==> src/accel_regs_pkg.sv <==
// Register map constants and carrier types for the motion sensor register bank.
// Assumes one device clock; the serial front end decodes frames on the same clock.
package accel_regs_pkg;

  // Map geometry
  localparam int          REG_COUNT       = 64;
  localparam int          ADDR_W          = 6;
  localparam int          DATA_W          = 8;

  // Offsets
  localparam logic [5:0]  OFF_ADDRESS_PIN_STATUS        = 6'h00;
  localparam logic [5:0]  OFF_EXTENDED_CONDITION_STATUS = 6'h01;
  localparam logic [5:0]  OFF_X_SAMPLE_LOW              = 6'h02;
  localparam logic [5:0]  OFF_X_SAMPLE_HIGH             = 6'h03;
  localparam logic [5:0]  OFF_Y_SAMPLE_LOW              = 6'h04;
  localparam logic [5:0]  OFF_Y_SAMPLE_HIGH             = 6'h05;
  localparam logic [5:0]  OFF_Z_SAMPLE_LOW              = 6'h06;
  localparam logic [5:0]  OFF_Z_SAMPLE_HIGH             = 6'h07;
  localparam logic [5:0]  OFF_MODE_QUEUE_STATUS         = 6'h08;
  localparam logic [5:0]  OFF_INTERRUPT_EVENT_STATUS    = 6'h09;
  localparam logic [5:0]  OFF_INTERFACE_FEATURE_CFG     = 6'h0D;
  localparam logic [5:0]  OFF_TRIGGER_QUEUE_FEATURE_CFG = 6'h0E;
  localparam logic [5:0]  OFF_INIT_WORD_ONE             = 6'h0F;
  localparam logic [5:0]  OFF_OPERATING_MODE_CTRL       = 6'h10;
  localparam logic [5:0]  OFF_WAKE_RATE_SELECT          = 6'h11;
  localparam logic [5:0]  OFF_SNIFF_RATE_CTRL           = 6'h12;
  localparam logic [5:0]  OFF_SNIFF_THRESHOLD_PORTAL    = 6'h13;
  localparam logic [5:0]  OFF_SNIFF_CONFIG_CTRL         = 6'h14;
  localparam logic [5:0]  OFF_RANGE_RESOLUTION_CTRL     = 6'h15;
  localparam logic [5:0]  OFF_SAMPLE_QUEUE_CTRL         = 6'h16;
  localparam logic [5:0]  OFF_INTERRUPT_ENABLE_CTRL     = 6'h17;
  localparam logic [5:0]  OFF_PART_IDENTITY             = 6'h18;
  localparam logic [5:0]  OFF_INIT_WORD_THREE           = 6'h1A;
  localparam logic [5:0]  OFF_POWER_MODE_CTRL           = 6'h1C;
  localparam logic [5:0]  OFF_X_DRIVE_MOTION            = 6'h20;
  localparam logic [5:0]  OFF_Y_DRIVE_MOTION            = 6'h21;
  localparam logic [5:0]  OFF_Z_DRIVE_MOTION            = 6'h22;
  localparam logic [5:0]  OFF_SOFT_RESET_CTRL           = 6'h24;
  localparam logic [5:0]  OFF_INIT_WORD_TWO             = 6'h28;
  localparam logic [5:0]  OFF_TRIGGER_COUNT             = 6'h29;
  localparam logic [5:0]  OFF_X_OFFSET_LOW              = 6'h2A;
  localparam logic [5:0]  OFF_X_OFFSET_HIGH             = 6'h2B;
  localparam logic [5:0]  OFF_Y_OFFSET_LOW              = 6'h2C;
  localparam logic [5:0]  OFF_Y_OFFSET_HIGH             = 6'h2D;
  localparam logic [5:0]  OFF_Z_OFFSET_LOW              = 6'h2E;
  localparam logic [5:0]  OFF_Z_OFFSET_HIGH             = 6'h2F;
  localparam logic [5:0]  OFF_X_GAIN_TRIM               = 6'h30;
  localparam logic [5:0]  OFF_Y_GAIN_TRIM               = 6'h31;
  localparam logic [5:0]  OFF_Z_GAIN_TRIM               = 6'h32;

  // Field positions
  localparam int          ADDR_PIN_BIT    = 3;
  localparam int          MODE_FIELD_LSB  = 0;
  localparam int          MODE_FIELD_MSB  = 2;

  // Values after reset, the continuous wake mode code and the default portal depth
  localparam logic [7:0]  RST_DEFAULT                   = 8'h00;
  localparam logic [7:0]  RST_EXTENDED_CONDITION_STATUS = 8'h04;
  localparam logic [7:0]  RST_TRIM                      = 8'h00;
  localparam logic [2:0]  MODE_CODE_CONT_WAKE           = 3'h5;
  localparam int          SHADOW_DEPTH_DEF              = 8;

  // Access classes
  typedef enum logic [2:0] {
    CLASS_RESERVED     = 3'b000,
    CLASS_READ_ONLY    = 3'b001,
    CLASS_READ_WRITE   = 3'b010,
    CLASS_WRITE_ONLY   = 3'b011,
    CLASS_SHADOW_PORT  = 3'b100
  } reg_class_t;

  // Live state from the sampling engine
  typedef struct packed {
    logic [7:0]  condition;
    logic [15:0] x_sample;
    logic [15:0] y_sample;
    logic [15:0] z_sample;
    logic [7:0]  mode_queue;
    logic [7:0]  event_flags;
    logic [7:0]  interrupt_enable;
  } engine_status_t;

  // Settings handed to the rest of the device
  typedef struct packed {
    logic [7:0]  interface_feature;
    logic [7:0]  trigger_queue_feature;
    logic [7:0]  init_one;
    logic [7:0]  operating_mode;
    logic [7:0]  wake_rate;
    logic [7:0]  sniff_rate;
    logic [7:0]  sniff_config;
    logic [7:0]  range_resolution;
    logic [7:0]  sample_queue;
    logic [7:0]  init_three;
    logic [7:0]  power_mode;
    logic [23:0] drive_motion;
    logic [7:0]  soft_reset;
    logic [7:0]  init_two;
    logic [7:0]  trigger_count;
    logic [47:0] offsets;
    logic [23:0] gains;
  } engine_cfg_t;

endpackage

==> src/accel_register_bank.sv <==
// Byte-wide register bank of the three-axis motion sensor.
// Assumes the serial front end strobes bytes on sys_clk, one request per two cycles at most.

// Overview of operation
// - Byte registers let the serial host configure every function and observe status.
// - Bit zero of each byte is the least significant, bit seven the most.
// - Read-only registers return live contents; host writes leave them unchanged.
// - Read-write registers store each host write and return it on later reads.
// - Write-only registers accept writes; read-back carries no meaning, returns zero.
// - Shadow threshold storage is reached only through one shared portal address.
// - Sixty-four locations, each access carries a six-bit address from the host.
// - Each extra byte in a transfer steps to the next consecutive address.
// - In continuous wake, only the operating mode control register accepts writes.
module accel_register_bank
  import accel_regs_pkg::*;
#(
  parameter logic [7:0] IDENTITY_CODE  = 8'h5A,  // Arbitrary value, no meaning
  parameter logic [7:0] TRIM_RESET     = RST_TRIM,
  parameter logic [2:0] WAKE_MODE_CODE = MODE_CODE_CONT_WAKE,
  parameter int         SHADOW_DEPTH   = SHADOW_DEPTH_DEF
) (
  // Clock and reset
  input  wire logic                sys_clk,
  input  wire logic                reset_n,
  // Serial front end requests
  input  wire logic                xfer_start,
  input  wire logic [ADDR_W-1:0]   xfer_addr,
  input  wire logic                byte_wr,
  input  wire logic [DATA_W-1:0]   wr_data,
  input  wire logic                byte_rd,
  // Serial front end answers
  output logic      [DATA_W-1:0]   rd_data,
  output logic                     rd_valid,
  output logic                     wr_refused,
  output logic      [ADDR_W-1:0]   cur_addr,
  // Address strap pin
  input  wire logic                addr_pin,
  // Sampling engine
  input  wire engine_status_t      engine_status,
  output engine_cfg_t              engine_cfg
);

  localparam int SHADOW_AW = $clog2(SHADOW_DEPTH);

  // Threshold select field holds three bits, so no more than eight cells
  if (SHADOW_DEPTH < 2 || SHADOW_DEPTH > 8 || (1 << SHADOW_AW) != SHADOW_DEPTH) begin : g_chk
    $error("SHADOW_DEPTH must be a power of two from 2 to 8");
  end

  // Access class of each location
  function automatic reg_class_t reg_class(input logic [5:0] loc);
    reg_class_t c;
    c = CLASS_RESERVED;
    case (loc)
      OFF_ADDRESS_PIN_STATUS:        c = CLASS_READ_ONLY;
      OFF_EXTENDED_CONDITION_STATUS: c = CLASS_READ_ONLY;
      OFF_X_SAMPLE_LOW:              c = CLASS_READ_ONLY;
      OFF_X_SAMPLE_HIGH:             c = CLASS_READ_ONLY;
      OFF_Y_SAMPLE_LOW:              c = CLASS_READ_ONLY;
      OFF_Y_SAMPLE_HIGH:             c = CLASS_READ_ONLY;
      OFF_Z_SAMPLE_LOW:              c = CLASS_READ_ONLY;
      OFF_Z_SAMPLE_HIGH:             c = CLASS_READ_ONLY;
      OFF_MODE_QUEUE_STATUS:         c = CLASS_READ_ONLY;
      OFF_INTERRUPT_EVENT_STATUS:    c = CLASS_READ_ONLY;
      OFF_INTERRUPT_ENABLE_CTRL:     c = CLASS_READ_ONLY;
      OFF_PART_IDENTITY:             c = CLASS_READ_ONLY;
      OFF_INTERFACE_FEATURE_CFG:     c = CLASS_READ_WRITE;
      OFF_TRIGGER_QUEUE_FEATURE_CFG: c = CLASS_READ_WRITE;
      OFF_OPERATING_MODE_CTRL:       c = CLASS_READ_WRITE;
      OFF_WAKE_RATE_SELECT:          c = CLASS_READ_WRITE;
      OFF_SNIFF_RATE_CTRL:           c = CLASS_READ_WRITE;
      OFF_SNIFF_CONFIG_CTRL:         c = CLASS_READ_WRITE;
      OFF_RANGE_RESOLUTION_CTRL:     c = CLASS_READ_WRITE;
      OFF_SAMPLE_QUEUE_CTRL:         c = CLASS_READ_WRITE;
      OFF_INIT_WORD_THREE:           c = CLASS_READ_WRITE;
      OFF_POWER_MODE_CTRL:           c = CLASS_READ_WRITE;
      OFF_X_DRIVE_MOTION:            c = CLASS_READ_WRITE;
      OFF_Y_DRIVE_MOTION:            c = CLASS_READ_WRITE;
      OFF_Z_DRIVE_MOTION:            c = CLASS_READ_WRITE;
      OFF_SOFT_RESET_CTRL:           c = CLASS_READ_WRITE;
      OFF_INIT_WORD_TWO:             c = CLASS_READ_WRITE;
      OFF_TRIGGER_COUNT:             c = CLASS_READ_WRITE;
      OFF_X_OFFSET_LOW:              c = CLASS_READ_WRITE;
      OFF_X_OFFSET_HIGH:             c = CLASS_READ_WRITE;
      OFF_Y_OFFSET_LOW:              c = CLASS_READ_WRITE;
      OFF_Y_OFFSET_HIGH:             c = CLASS_READ_WRITE;
      OFF_Z_OFFSET_LOW:              c = CLASS_READ_WRITE;
      OFF_Z_OFFSET_HIGH:             c = CLASS_READ_WRITE;
      OFF_X_GAIN_TRIM:               c = CLASS_READ_WRITE;
      OFF_Y_GAIN_TRIM:               c = CLASS_READ_WRITE;
      OFF_Z_GAIN_TRIM:               c = CLASS_READ_WRITE;
      OFF_INIT_WORD_ONE:             c = CLASS_WRITE_ONLY;
      OFF_SNIFF_THRESHOLD_PORTAL:    c = CLASS_SHADOW_PORT;
      default:                       c = CLASS_RESERVED;
    endcase
    return c;
  endfunction

  // Value loaded at reset
  function automatic logic [7:0] reset_value(input logic [5:0] loc);
    logic [7:0] v;
    v = RST_DEFAULT;
    case (loc)
      OFF_EXTENDED_CONDITION_STATUS: v = RST_EXTENDED_CONDITION_STATUS;
      OFF_X_OFFSET_LOW:              v = TRIM_RESET;
      OFF_X_OFFSET_HIGH:             v = TRIM_RESET;
      OFF_Y_OFFSET_LOW:              v = TRIM_RESET;
      OFF_Y_OFFSET_HIGH:             v = TRIM_RESET;
      OFF_Z_OFFSET_LOW:              v = TRIM_RESET;
      OFF_Z_OFFSET_HIGH:             v = TRIM_RESET;
      OFF_X_GAIN_TRIM:               v = TRIM_RESET;
      OFF_Y_GAIN_TRIM:               v = TRIM_RESET;
      OFF_Z_GAIN_TRIM:               v = TRIM_RESET;
      default:                       v = RST_DEFAULT;
    endcase
    return v;
  endfunction

  // Storage and live sources, one byte per location
  logic [DATA_W-1:0]    bank       [REG_COUNT];
  logic [DATA_W-1:0]    status_src [REG_COUNT];

  // Strap capture
  logic                 pin_meta;
  logic                 pin_sync;
  logic [1:0]           strap_age;
  logic                 strap_done;
  logic                 strap_level;

  // Address and access decode
  logic [ADDR_W-1:0]    eff_addr;
  logic [ADDR_W-1:0]    next_addr;
  reg_class_t           acc_class;
  logic                 cont_wake;
  logic                 wr_allowed;
  logic                 wr_store;
  logic                 wr_portal;
  logic                 byte_op;
  logic [DATA_W-1:0]    read_byte;
  logic [SHADOW_AW-1:0] shadow_sel;
  logic [DATA_W-1:0]    shadow_rd;

  // Strap pin crosses in through two flops, then is caught once after release
  always_ff @(posedge sys_clk or negedge reset_n) begin
    if (!reset_n) begin
      pin_meta <= 1'b0;
      pin_sync <= 1'b0;
    end else begin
      pin_meta <= addr_pin;
      pin_sync <= pin_meta;
    end
  end

  // Sync flops still hold reset zeros for two edges; wait them out
  always_ff @(posedge sys_clk or negedge reset_n) begin
    if (!reset_n) begin
      strap_age <= 2'b00;
    end else begin
      strap_age <= {strap_age[0], 1'b1};
    end
  end

  // Held until the next reset_n assertion; later pin activity is serial data
  always_ff @(posedge sys_clk or negedge reset_n) begin
    if (!reset_n) begin
      strap_done  <= 1'b0;
      strap_level <= 1'b0;
    end else if (strap_age[1] && !strap_done) begin
      strap_done  <= 1'b1;
      strap_level <= pin_sync;
    end
  end

  // Live bytes, little-endian per axis, bit 0 is the LSB
  always_comb begin
    for (int k = 0; k < REG_COUNT; k++) begin
      status_src[k] = 8'h00;
    end
    status_src[OFF_ADDRESS_PIN_STATUS][ADDR_PIN_BIT] = strap_level;
    status_src[OFF_EXTENDED_CONDITION_STATUS]        = engine_status.condition;
    status_src[OFF_X_SAMPLE_LOW]                     = engine_status.x_sample[7:0];
    status_src[OFF_X_SAMPLE_HIGH]                    = engine_status.x_sample[15:8];
    status_src[OFF_Y_SAMPLE_LOW]                     = engine_status.y_sample[7:0];
    status_src[OFF_Y_SAMPLE_HIGH]                    = engine_status.y_sample[15:8];
    status_src[OFF_Z_SAMPLE_LOW]                     = engine_status.z_sample[7:0];
    status_src[OFF_Z_SAMPLE_HIGH]                    = engine_status.z_sample[15:8];
    status_src[OFF_MODE_QUEUE_STATUS]                = engine_status.mode_queue;
    status_src[OFF_INTERRUPT_EVENT_STATUS]           = engine_status.event_flags;
    status_src[OFF_INTERRUPT_ENABLE_CTRL]            = engine_status.interrupt_enable;
    status_src[OFF_PART_IDENTITY]                    = IDENTITY_CODE;
  end

  // A byte arriving with the start strobe uses the fresh address
  assign eff_addr   = xfer_start ? xfer_addr : cur_addr;
  assign acc_class  = reg_class(eff_addr);
  assign byte_op    = byte_wr | byte_rd;
  // Six-bit counter wraps from the top location back to zero
  assign next_addr  = eff_addr + 6'h01;

  // Mode field reflects the engine's actual mode, not the requested one
  assign cont_wake  = bank[OFF_MODE_QUEUE_STATUS][MODE_FIELD_MSB:MODE_FIELD_LSB]
                      == WAKE_MODE_CODE;
  assign wr_allowed = !cont_wake || (eff_addr == OFF_OPERATING_MODE_CTRL);
  assign wr_store   = byte_wr && wr_allowed &&
                      (acc_class == CLASS_READ_WRITE || acc_class == CLASS_WRITE_ONLY);
  assign wr_portal  = byte_wr && wr_allowed && (acc_class == CLASS_SHADOW_PORT);

  // Portal cell picked by the low bits of the sniff configuration byte
  assign shadow_sel = bank[OFF_SNIFF_CONFIG_CTRL][SHADOW_AW-1:0];

  // Write-only and reserved bytes read as zero
  assign read_byte  = (acc_class == CLASS_SHADOW_PORT) ? shadow_rd :
                      (acc_class == CLASS_WRITE_ONLY)  ? 8'h00 :
                      bank[eff_addr];

  for (genvar i = 0; i < REG_COUNT; i++) begin : g_loc
    localparam logic [5:0] LOC = 6'(i);
    localparam reg_class_t CLS = reg_class(LOC);
    if (CLS == CLASS_READ_ONLY) begin : g_ro
      // Host writes never reach these; they reload from status_src every cycle
      always_ff @(posedge sys_clk or negedge reset_n) begin
        if (!reset_n) begin
          bank[i] <= reset_value(LOC);
        end else begin
          bank[i] <= status_src[i];
        end
      end
    end else if (CLS == CLASS_READ_WRITE || CLS == CLASS_WRITE_ONLY) begin : g_rw
      always_ff @(posedge sys_clk or negedge reset_n) begin
        if (!reset_n) begin
          bank[i] <= reset_value(LOC);
        end else if (wr_store && eff_addr == LOC) begin
          bank[i] <= wr_data;
        end
      end
    end else begin : g_none
      // Reserved and portal addresses hold nothing here
      assign bank[i] = 8'h00;
    end
  end

  shadow_store #(
    .WIDTH   (DATA_W),
    .DEPTH   (SHADOW_DEPTH),
    .AW      (SHADOW_AW)
  ) u_shadow (
    .sys_clk (sys_clk),
    .reset_n (reset_n),
    .wr_en   (wr_portal),
    .wr_addr (shadow_sel),
    .wr_data (wr_data),
    .rd_addr (shadow_sel),
    .rd_data (shadow_rd)
  );

  // Address pointer and answers
  always_ff @(posedge sys_clk or negedge reset_n) begin
    if (!reset_n) begin
      cur_addr <= '0;
    end else if (byte_op) begin
      cur_addr <= next_addr;
    end else if (xfer_start) begin
      cur_addr <= xfer_addr;
    end
  end

  always_ff @(posedge sys_clk or negedge reset_n) begin
    if (!reset_n) begin
      rd_data    <= '0;
      rd_valid   <= 1'b0;
      wr_refused <= 1'b0;
    end else begin
      rd_valid   <= byte_rd;
      wr_refused <= byte_wr && !(wr_store || wr_portal);
      if (byte_rd) begin
        rd_data <= read_byte;
      end
    end
  end

  // Settings fan out straight from the register flops
  assign engine_cfg.interface_feature     = bank[OFF_INTERFACE_FEATURE_CFG];
  assign engine_cfg.trigger_queue_feature = bank[OFF_TRIGGER_QUEUE_FEATURE_CFG];
  assign engine_cfg.init_one              = bank[OFF_INIT_WORD_ONE];
  assign engine_cfg.operating_mode        = bank[OFF_OPERATING_MODE_CTRL];
  assign engine_cfg.wake_rate             = bank[OFF_WAKE_RATE_SELECT];
  assign engine_cfg.sniff_rate            = bank[OFF_SNIFF_RATE_CTRL];
  assign engine_cfg.sniff_config          = bank[OFF_SNIFF_CONFIG_CTRL];
  assign engine_cfg.range_resolution      = bank[OFF_RANGE_RESOLUTION_CTRL];
  assign engine_cfg.sample_queue          = bank[OFF_SAMPLE_QUEUE_CTRL];
  assign engine_cfg.init_three            = bank[OFF_INIT_WORD_THREE];
  assign engine_cfg.power_mode            = bank[OFF_POWER_MODE_CTRL];
  assign engine_cfg.drive_motion          = {bank[OFF_Z_DRIVE_MOTION],
                                             bank[OFF_Y_DRIVE_MOTION],
                                             bank[OFF_X_DRIVE_MOTION]};
  assign engine_cfg.soft_reset            = bank[OFF_SOFT_RESET_CTRL];
  assign engine_cfg.init_two              = bank[OFF_INIT_WORD_TWO];
  assign engine_cfg.trigger_count         = bank[OFF_TRIGGER_COUNT];
  assign engine_cfg.offsets               = {bank[OFF_Z_OFFSET_HIGH],
                                             bank[OFF_Z_OFFSET_LOW],
                                             bank[OFF_Y_OFFSET_HIGH],
                                             bank[OFF_Y_OFFSET_LOW],
                                             bank[OFF_X_OFFSET_HIGH],
                                             bank[OFF_X_OFFSET_LOW]};
  assign engine_cfg.gains                 = {bank[OFF_Z_GAIN_TRIM],
                                             bank[OFF_Y_GAIN_TRIM],
                                             bank[OFF_X_GAIN_TRIM]};

endmodule

==> src/shadow_store.sv <==
// Small register-file memory behind the sniff threshold portal.
// Read data is registered and follows the read address one clock later.
module shadow_store #(
  parameter int WIDTH = 8,
  parameter int DEPTH = 8,
  parameter int AW    = $clog2(DEPTH)
) (
  // Clock and reset
  input  wire logic             sys_clk,
  input  wire logic             reset_n,
  // Write side
  input  wire logic             wr_en,
  input  wire logic [AW-1:0]    wr_addr,
  input  wire logic [WIDTH-1:0] wr_data,
  // Read side
  input  wire logic [AW-1:0]    rd_addr,
  output logic      [WIDTH-1:0] rd_data
);

  logic [WIDTH-1:0] cells [DEPTH];

  always_ff @(posedge sys_clk or negedge reset_n) begin
    if (!reset_n) begin
      for (int k = 0; k < DEPTH; k++) begin
        cells[k] <= '0;
      end
      rd_data <= '0;
    end else begin
      if (wr_en) begin
        cells[wr_addr] <= wr_data;
      end
      rd_data <= cells[rd_addr];
    end
  end

endmodule

==> config.mk <==
export PLATFORM = sky130hd
export DESIGN_NAME = accel_register_bank
export DESIGN_NICKNAME = d
export VERILOG_FILES = /design/src/accel_regs_pkg.sv /design/src/accel_register_bank.sv /design/src/shadow_store.sv
export SDC_FILE = /design/constraint.sdc
export NUM_CORES = 1
export LEC_CHECK = 0
export BUFFER_PORTS_ARGS = -buffer_cell sky130_fd_sc_hd__buf_4
export CORE_AREA = 2 2 196 198
export DETAILED_ROUTE_END_ITERATION = 8
export DIE_AREA = 0 0 198 200
export PLACE_DENSITY = 0.79
export SYNTH_ARGS = -nofsm -noshare
export SYNTH_HDL_FRONTEND = slang
export SYNTH_SLANG_ARGS = --single-unit
==> constraint.sdc <==
create_clock -name sys_clk -period 3.58 [get_ports sys_clk]
set_input_delay 0.179 -clock sys_clk [delete_from_list [all_inputs] [get_ports sys_clk]]
set_output_delay 0.179 -clock sys_clk [all_outputs]
set_load 0.005 [all_outputs]
==> results of run 1 <==
[state kept, by name (all words and copies together), names as in the netlist, 2 cells and up]
name              count
engine_cfg          208
bank                 81
u_shadow.cells       64
rd_data               8
u_shadow.rd_data      8
cur_addr              6
strap_age             2
[synth_stat cells, drive strengths merged, types with 17 or more instances]
library cell,n,area share [%]
mux2i,20,1.1
nor3,17,0.72
a21oi,67,1.8
o21ai,29,0.77
buf,233,8.8
mux2,283,17
nand3,25,0.66
o22ai,17,0.56
clkbuf,70,1.4
a211oi,26,1.0
dfrtp,382,51
nand2,157,3.2
mux4,24,2.9
nor2,73,1.6
[power breakdown]
part	switching [mW]	internal [mW]
clock network	1.78	2.63
logic	1.89	1.75
registers	0.586	4.92
[through the flow]
stage	hold slack [ns]	TNS, ns	utilization (%)
2_1_floorplan	-0.117	-0.128	-
3_3_place_gp	0.284	-0.206	55.9
3_5_place_dp	0.289	-0.330	55.9
4_1_cts	0.0310	0	61.9
5_1_grt	0.0733	0	61.9
6_report	0.0683	0	61.9
[routing by layer]
metal  global-route usage (%)  up-vias  part of all wire (%)
met5                        0        -                     0
met4                     16.4        0                   5.4
met3                     7.34      179                   9.2
met2                     52.7      811                    47
met1                     40.8     7189                    38
li1                         -     6023                     -
[cells by family (layout without fill, tap and decap cells)]
group           count (synthesis)  after routing  synth area share (%)
flops                         383            383                  50.8
other cells                     1              2                0.0199
xor+xnor                        4              4                 0.186
simple gates                  345            345                  8.95
compound gates                233            233                  8.30
mux                           327            327                  20.8
buf+inv                       316            576                  10.5
fa+ha+maj                       7              7                 0.464
[worst paths after layout]
path	endpoint	slack (ns)	depth (start not counted)
hold reg to reg	pin_sync$_DFF_PN0_	0.36	0
max in group asynchronous	engine_cfg[122]$_DFFE_PN0P_	2.38	3
min in group asynchronous	bank[497]$_DFF_PN0_	0.27	2
setup / recovery	u_shadow.cells[43]$_DFFE_PN0P_	0.17	8
hold / removal	cur_addr[4]$_DFF_PN0_	0.07	3
setup reg to reg	u_shadow.cells[43]$_DFFE_PN0P_	0.17	8
[worst reg2reg max path: stages, from the launching register on]
cell and delay, ns:
dfrtp_1 0.53, mux2i_2 0.46, mux2_2 0.39, o22ai_1 0.24
and2_0 0.27, nor3b_1 0.33, buf_4 0.18, nand3_1 0.44
mux2_2 0.46
[area by class of cell]
class,count,area [sq um]
diodes,1,2.50
inverters,13,55.1
multi-input cells,917,7450
repair buffers,492,4020
fillers,2853,14300
flip-flops and latches,383,9590
well taps,511,639
clock buffers,53,1140
clock inverters,18,251
[repair_timing]
action | in CTS | in global routing
hold endpoints to repair | 178 | 0
resized for setup | 0 | 2
hold buffers | 84 | 0
endpoints found under the setup margin | 0 | 152
==> results_tabular.tex, run 1 <==
\begin{tabular}{lr}
\hline
Metric & Value \\
\hline
\multicolumn{2}{l}{\textbf{Status}} \\
\quad Result of the run & finished, final reports clean \\
\multicolumn{2}{l}{\textbf{STA}} \\
\quad Period utilisation layout & 95.2\% \\
\quad Setup repair after global routing missed its margin & false \\
\quad Count of final setup violators & 0 \\
\quad Final WS setup & 0.171 ns \\
\quad Worst-margin pin slew & 0.880 ns \\
\quad Final hold vios & 0 \\
\quad Relative slew slack & 40.7\% \\
\quad Time the worst path needs with I/O delays and setup & 3.41 ns \\
\quad Final Skew & 0.0337 ns \\
\quad Max-slew violation total from the final report & 0 \\
\quad Fmax achieved & 0.293 GHz \\
\multicolumn{2}{l}{\textbf{Pwr}} \\
\quad Ratio of total power to cell area & 586 mW/mm\^{}2 \\
\quad Maximum ir drop on the vdd rail & 0.000407 V \\
\quad Total power after layout & 13.6 mW \\
\quad LEAKAGE & 11.2 nW \\
\multicolumn{2}{l}{\textbf{Clock tree}} \\
\quad Worst-case clock buffer depth & 3 \\
\quad Number of sinks on the clock net & 383 \\
\quad TritonCTS buffer count & 42 \\
\quad Clock latency of the later-clocked register in the worst-skew pair & 0.57 ns \\
\quad Clock-pin transition on the worst setup and hold timing paths & 0.06 ns \\
\quad Number of buffers added for setup after CTS & 0 \\
\quad H-tree Lvls & 2 \\
\quad CTS tree & built \\
\quad Root buffer cell & clkbuf\_16 \\
\multicolumn{2}{l}{\textbf{Synth}} \\
\quad Mean instance size in the synthesized netlist & 11.7 sq um \\
\quad Yosys synthesis warning count & 0 \\
\quad Post-synth ARST share & 100\% \\
\quad Cell Area, Synth & 0.0189 sq mm \\
\quad Number of storage elements in the synthesis netlist & 383 \\
\quad Most used flip-flop cell after synthesis & dfrtp\_1 \\
\quad Synth Instances & 1616 \\
\quad Number of different library cells in the post-synthesis netlist & 70 \\
\quad EDFF count, synth & 0 \\
\quad Portion of the post-synthesis area used by sequential elements & 50.8\% \\
\quad Net Count, Synth & 1723 \\
\multicolumn{2}{l}{\textbf{Setup path}} \\
\quad Cells along the critical path & mux2i\_2, mux2\_2, o22ai\_1, and2\_0, nor3b\_1, buf\_4, nand3\_1, mux2\_2 \\
\quad Crit path arrival time & 3.84 ns \\
\quad Worst setup EP type & flop \\
\quad Crit Path Class & reg2reg \\
\quad Critical path peak fanout & 9 \\
\quad Worst stage delay on the critical path & 0.53 ns \\
\quad Cell type group with the largest total delay on the critical path & multiplexers \\
\quad Launching point of the worst reg2reg path & cur\_addr[2]\$\_DFF\_PN0\_ \\
\quad Cell repeated most along the worst path & mux2\_2 \\
\quad Slowest cell on crit path & dfrtp\_1 \\
\quad Endpoint required time on the critical path & 4.02 ns \\
\quad Kind of start point of the critical path & flop \\
\quad Startpoint of the most critical setup path & cur\_addr[2]\$\_DFF\_PN0\_ \\
\quad Worst Path Buf+Inv & 1 \\
\multicolumn{2}{l}{\textbf{Global route}} \\
\quad Vias in the first global route & 14500 \\
\quad Residual overflow from global routing & 0 \\
\quad Gr usage total & 32.3\% \\
\quad Initial antenna violation count & 1 \\
\quad Global-route wire length before repair & 93800 microns \\
\quad Pin count of the biggest net entering global routing & 104 \\
\multicolumn{2}{l}{\textbf{Placement}} \\
\quad Cell Area, Placed & 0.0209 sq mm \\
\quad Hpwl dp & 42800 microns \\
\quad Final GP Congestion & 0.971 \\
\quad Placement-stage worst setup slack & -0.0475 ns \\
\quad Port bufs & 323 \\
\quad \# placed instances & 2232 \\
\multicolumn{2}{l}{\textbf{Detailed routing}} \\
\quad Detail-routed via count per cell & 5.95 \\
\quad Starting DRT DRC Count & 1086 \\
\quad Count of nets left with antenna violations after detail routing & 0 \\
\quad Final wirelength & 63300 microns \\
\quad Length of the first detailed-routing pass in iterations & 8 \\
\quad Total vias in the final route & 14200 \\
\quad Drc violations & 0 \\
\quad Wire length per cell after detailed routing & 26.5 microns \\
\multicolumn{2}{l}{\textbf{Floorplan}} \\
\quad Std cell rows & 71 \\
\quad Width of the die & 198 microns \\
\quad Starting density of the core & 50.4\% \\
\quad Core box area & 0.0374 sq mm \\
\quad Die Ht & 200 microns \\
\quad IO Count & 324 \\
\quad Full die area & 0.0396 sq mm \\
\multicolumn{2}{l}{\textbf{Layout}} \\
\quad Non-filler instance count after layout & 2388 \\
\quad Final \#Nets & 1956 \\
\quad Most common cell after layout, fill and taps aside & buf\_4 \\
\quad Growth of design area from synthesis to finish & 22.7\% \\
\quad Commonest non-fill, non-tap cells in the layout & buf\_4, dfrtp\_1, mux2\_2, nand2\_1, dlygate4sd3\_1 \\
\quad Final design area excluding fillers & 0.0231 sq mm \\
\quad Fraction of final layout cells sized beyond drive strength 1 & 44.1\% \\
\multicolumn{2}{l}{\textbf{Flow run}} \\
\quad Maximum capacitance violations & 0 \\
\multicolumn{2}{l}{\textbf{Worst hold path}} \\
\quad Hold Path Class & in2reg \\
\quad Worst min-delay path startpoint & xfer\_addr[4] \\
\hline
\end{tabular}
No activity file was read; power rests on OpenSTA's default activity.
==> run 2: changes to the inputs <==
--- a/config.mk
+++ b/config.mk
@@ -6,10 +6,10 @@
 export NUM_CORES = 1
 export LEC_CHECK = 0
 export BUFFER_PORTS_ARGS = -buffer_cell sky130_fd_sc_hd__buf_4
-export CORE_AREA = 2 2 196 198
+export CORE_AREA = 2 2 182 184
 export DETAILED_ROUTE_END_ITERATION = 8
-export DIE_AREA = 0 0 198 200
-export PLACE_DENSITY = 0.79
+export DIE_AREA = 0 0 184 186
+export PLACE_DENSITY = 0.86
 export SYNTH_ARGS = -nofsm -noshare
 export SYNTH_HDL_FRONTEND = slang
 export SYNTH_SLANG_ARGS = --single-unit
==> constraint.sdc (replaced) <==
create_clock -name sys_clk -period 4.1 [get_ports sys_clk]
set_input_delay 0.205 -clock sys_clk [delete_from_list [all_inputs] [get_ports sys_clk]]
set_output_delay 0.205 -clock sys_clk [all_outputs]
set_load 0.005 [all_outputs]
==> run 2 against run 1 <==
Against the previous run: register-to-register slack improved by 0.24 ns; combinational power decreased by 17%; worst setup slack improved by 0.24 ns; critical path type unchanged; critical endpoint is now engine_cfg[34]$_DFFE_PN0P_; largest power group unchanged; highest routed layer unchanged.
==> results_tabular.tex, run 2 (synthesis gave the netlist of run 1 again) <==
\begin{tabular}{lr}
\hline
Metric & Value \\
\hline
\multicolumn{2}{l}{\textbf{Placement}} \\
\quad Cell Area, Placed & 0.0203 sq mm (-2.8\%) \\
\quad Placement-stage worst setup slack & 0.460 ns (+0.507 ns) \\
\quad \# placed instances & 2092 (-6.3\%) \\
\quad Hpwl dp & 39600 microns (-7.6\%) \\
\quad Port bufs & 323 (unchanged) \\
\quad Final GP Congestion & 1.02 (+4.8\%) \\
\multicolumn{2}{l}{\textbf{Layout}} \\
\quad Fraction of final layout cells sized beyond drive strength 1 & 42.5\% (-1.5 points) \\
\quad Final \#Nets & 1918 (-1.9\%) \\
\quad Number of flip-flops under the largest register name & 208 (unchanged) \\
\quad Non-filler instance count after layout & 2254 (-5.6\%) \\
\quad Commonest non-fill, non-tap cells in the layout & dfrtp\_1, buf\_4, mux2\_2, nand2\_1, dlygate4sd3\_1 \\
\quad Final design area excluding fillers & 0.0226 sq mm (-2.3\%) \\
\quad Growth of design area from synthesis to finish & 19.9\% \\
\quad Most common cell after layout, fill and taps aside & dfrtp\_1 \\
\multicolumn{2}{l}{\textbf{Clock tree}} \\
\quad Post-cts repair resize count & 0 (unchanged) \\
\quad Worst-case clock buffer depth & 3 (unchanged) \\
\quad Number of buffers added for setup after CTS & 0 (unchanged) \\
\quad Clock-pin transition on the worst setup and hold timing paths & 0.06 ns (about the same) \\
\quad CTS tree & built \\
\quad TritonCTS buffer count & 41 (-2.4\%) \\
\quad Clock latency of the later-clocked register in the worst-skew pair & 0.55 ns (-0.02 ns) \\
\quad H-tree Lvls & 2 (unchanged) \\
\quad Number of sinks on the clock net & 383 (unchanged) \\
\quad Number of buffers inserted by hold repair at cts & 84 (unchanged) \\
\quad Root buffer cell & clkbuf\_16 \\
\multicolumn{2}{l}{\textbf{Floorplan}} \\
\quad Core box area & 0.0322 sq mm (-14\%) \\
\quad Std cell rows & 66 (-7.0\%) \\
\quad IO Count & 324 (unchanged) \\
\quad Full die area & 0.0342 sq mm (-14\%) \\
\quad Starting density of the core & 58.6\% (+8.1 points) \\
\quad Die Ht & 186 microns (-7.0\%) \\
\quad Width of the die & 184 microns (-7.1\%) \\
\multicolumn{2}{l}{\textbf{Setup path}} \\
\quad Worst stage delay on the critical path & 0.55 ns (+0.02 ns) \\
\quad Slowest cell on crit path & mux2i\_1 \\
\quad Critical path peak fanout & 9 (unchanged) \\
\quad Flop-to-flop setup slack & 0.41 ns (+0.24 ns) \\
\quad Cell type group with the largest total delay on the critical path & simple AND/OR/NAND/NOR gates \\
\quad Endpoint required time on the critical path & 4.53 ns (+0.51 ns) \\
\quad Crit path arrival time & 4.12 ns (+0.28 ns) \\
\quad Crit Path Class & reg2reg \\
\quad Cell repeated most along the worst path & buf\_4 \\
\quad Cells along the critical path & mux2i\_1, ha\_1, nor4bb\_1, a41o\_1, a311oi\_1, buf\_4, nor4\_4, buf\_4, nand2\_1, nor2\_2, mux2\_2 \\
\quad Kind of start point of the critical path & flop \\
\quad Worst Path Buf+Inv & 2 (+1) \\
\quad Worst setup EP type & flop \\
\multicolumn{2}{l}{\textbf{STA}} \\
\quad Fmax achieved & 0.271 GHz (-7.7\%) \\
\quad Period utilisation layout & 90.1\% (-5.1 points) \\
\quad Final hold vios & 0 (unchanged) \\
\quad Time the worst path needs with I/O delays and setup & 3.69 ns (+0.284 ns) \\
\quad Max-slew violation total from the final report & 0 (unchanged) \\
\quad Aggregate negative setup slack & 0 ns (unchanged) \\
\quad Worst-margin pin slew & 1.16 ns (+0.280 ns) \\
\quad Relative slew slack & 22.7\% (-18 points) \\
\quad Hold Slack & 0.157 ns (+0.0883 ns) \\
\quad Count of final setup violators & 0 (unchanged) \\
\quad Final Skew & 0.0257 ns (-0.00797 ns) \\
\quad Setup repair after global routing missed its margin & false \\
\quad Final WS setup & 0.407 ns (+0.236 ns) \\
\multicolumn{2}{l}{\textbf{Global route}} \\
\quad Global-route wire length before repair & 92200 microns (-1.7\%) \\
\quad Pin count of the biggest net entering global routing & 132 (+27\%) \\
\quad Vias in the first global route & 14900 (+2.6\%) \\
\quad Residual overflow from global routing & 0 (unchanged) \\
\quad Gr usage total & 36.3\% (+4.0 points) \\
\quad Initial antenna violation count & 2 (+1) \\
\multicolumn{2}{l}{\textbf{Detailed routing}} \\
\quad Detail-routed via count per cell & 6.42 (+8.0\%) \\
\quad Wire length per cell after detailed routing & 27.4 microns (+3.5\%) \\
\quad Final wirelength & 61800 microns (-2.3\%) \\
\quad Length of the first detailed-routing pass in iterations & 5 (-3) \\
\quad Total vias in the final route & 14500 (+1.9\%) \\
\quad Count of nets left with antenna violations after detail routing & 0 (unchanged) \\
\quad Starting DRT DRC Count & 1646 (+52\%) \\
\quad Drc violations & 0 (unchanged) \\
\multicolumn{2}{l}{\textbf{Pwr}} \\
\quad Ratio of total power to cell area & 526 mW/mm\^{}2 (-10\%) \\
\quad Maximum ir drop on the vdd rail & 0.000346 V (-15\%) \\
\quad LEAKAGE & 10.9 nW (-2.4\%) \\
\multicolumn{2}{l}{\textbf{Flow run}} \\
\quad Maximum capacitance violations & 0 (unchanged) \\
\multicolumn{2}{l}{\textbf{Worst hold path}} \\
\quad Hold Path Class & in2reg \\
\multicolumn{2}{l}{\textbf{Status}} \\
\quad Result of the run & finished, final reports clean \\
\hline
\end{tabular}
==> run 2: changes by cell type in the layout (fill, tap and decap cells not counted), moves of 2 or more <==
cell	previous run	this run
nor3_4	8	3
clkinv_4	3	0
bufinv_16	5	7
inv_2	0	2
buf_4	398	368
mux2_2	275	283
diode_2	1	3
buf_12	9	2
clkinv_2	6	4
clkinvlp_4	1	4
clkbuf_1	6	11
nor3_2	2	6
inv_6	4	2
mux2_4	8	0
==> run 2: layout make-up <==
type | instances | area (sq um)
Inverter | 13 | 48.8
Clock inverter | 17 | 278
Sequential cell | 383 | 9590
Timing Repair Buffer | 455 | 3660
Multi-Input combinational cell | 917 | 7360
Fill cell | 2127 | 9590
Antenna cell | 3 | 7.51
Clock buffer | 58 | 1170
Tap cell | 408 | 510
==> run 2: stage by stage <==
| step | utilization [%] | total power [mW] |
|---|---|---|
| CTS | 70.2 | 11.8 |
| floorplan | - | 6.62 |
| detailed placement | 63.1 | 7.73 |
| finish | 70.2 | 11.9 |
| global route | 70.2 | 12.3 |
| global placement | 63.1 | 7.65 |
==> run 2: power breakdown <==
part | internal, mW | switching, mW | total, mW
Clock | 2.44 | 1.59 | 4.04
Sequential | 4.30 | 0.544 | 4.84
Combinational | 1.45 | 1.58 | 3.02
==> run 2: routing by layer <==
layer,routed length (microns),global-route usage [%]
met2,29100,58.6
met3,5970,8.08
met1,22900,45.7
met5,0,0
met4,3850,20.4
==> run 2: worst register-to-register path, delay by kind of cell, from the launching register on <==
family / cells / cell delay [ns]
mux: 2 / 0.94
simple gates: 4 / 1.27
compound gates: 2 / 0.20
fa+ha+maj: 1 / 0.30
buf+inv: 2 / 0.38
flops: 1 / 0.48
==> run 2: final timing paths <==
| check | startpoint | cells after the start | to |
|---|---|---|---|
| setup reg to reg | cur_addr[2]$_DFF_PN0_ | 11 | engine_cfg[34]$_DFFE_PN0P_ |
| min in group asynchronous | reset_n | 2 | engine_cfg[75]$_DFFE_PN0P_ |
| setup / recovery | cur_addr[2]$_DFF_PN0_ | 11 | engine_cfg[34]$_DFFE_PN0P_ |
| hold reg to reg | pin_meta$_DFF_PN0_ | 0 | pin_sync$_DFF_PN0_ |
| hold / removal | xfer_addr[5] | 3 | cur_addr[5]$_DFF_PN0_ |
| max in group asynchronous | reset_n | 3 | bank[465]$_DFF_PN0_ |
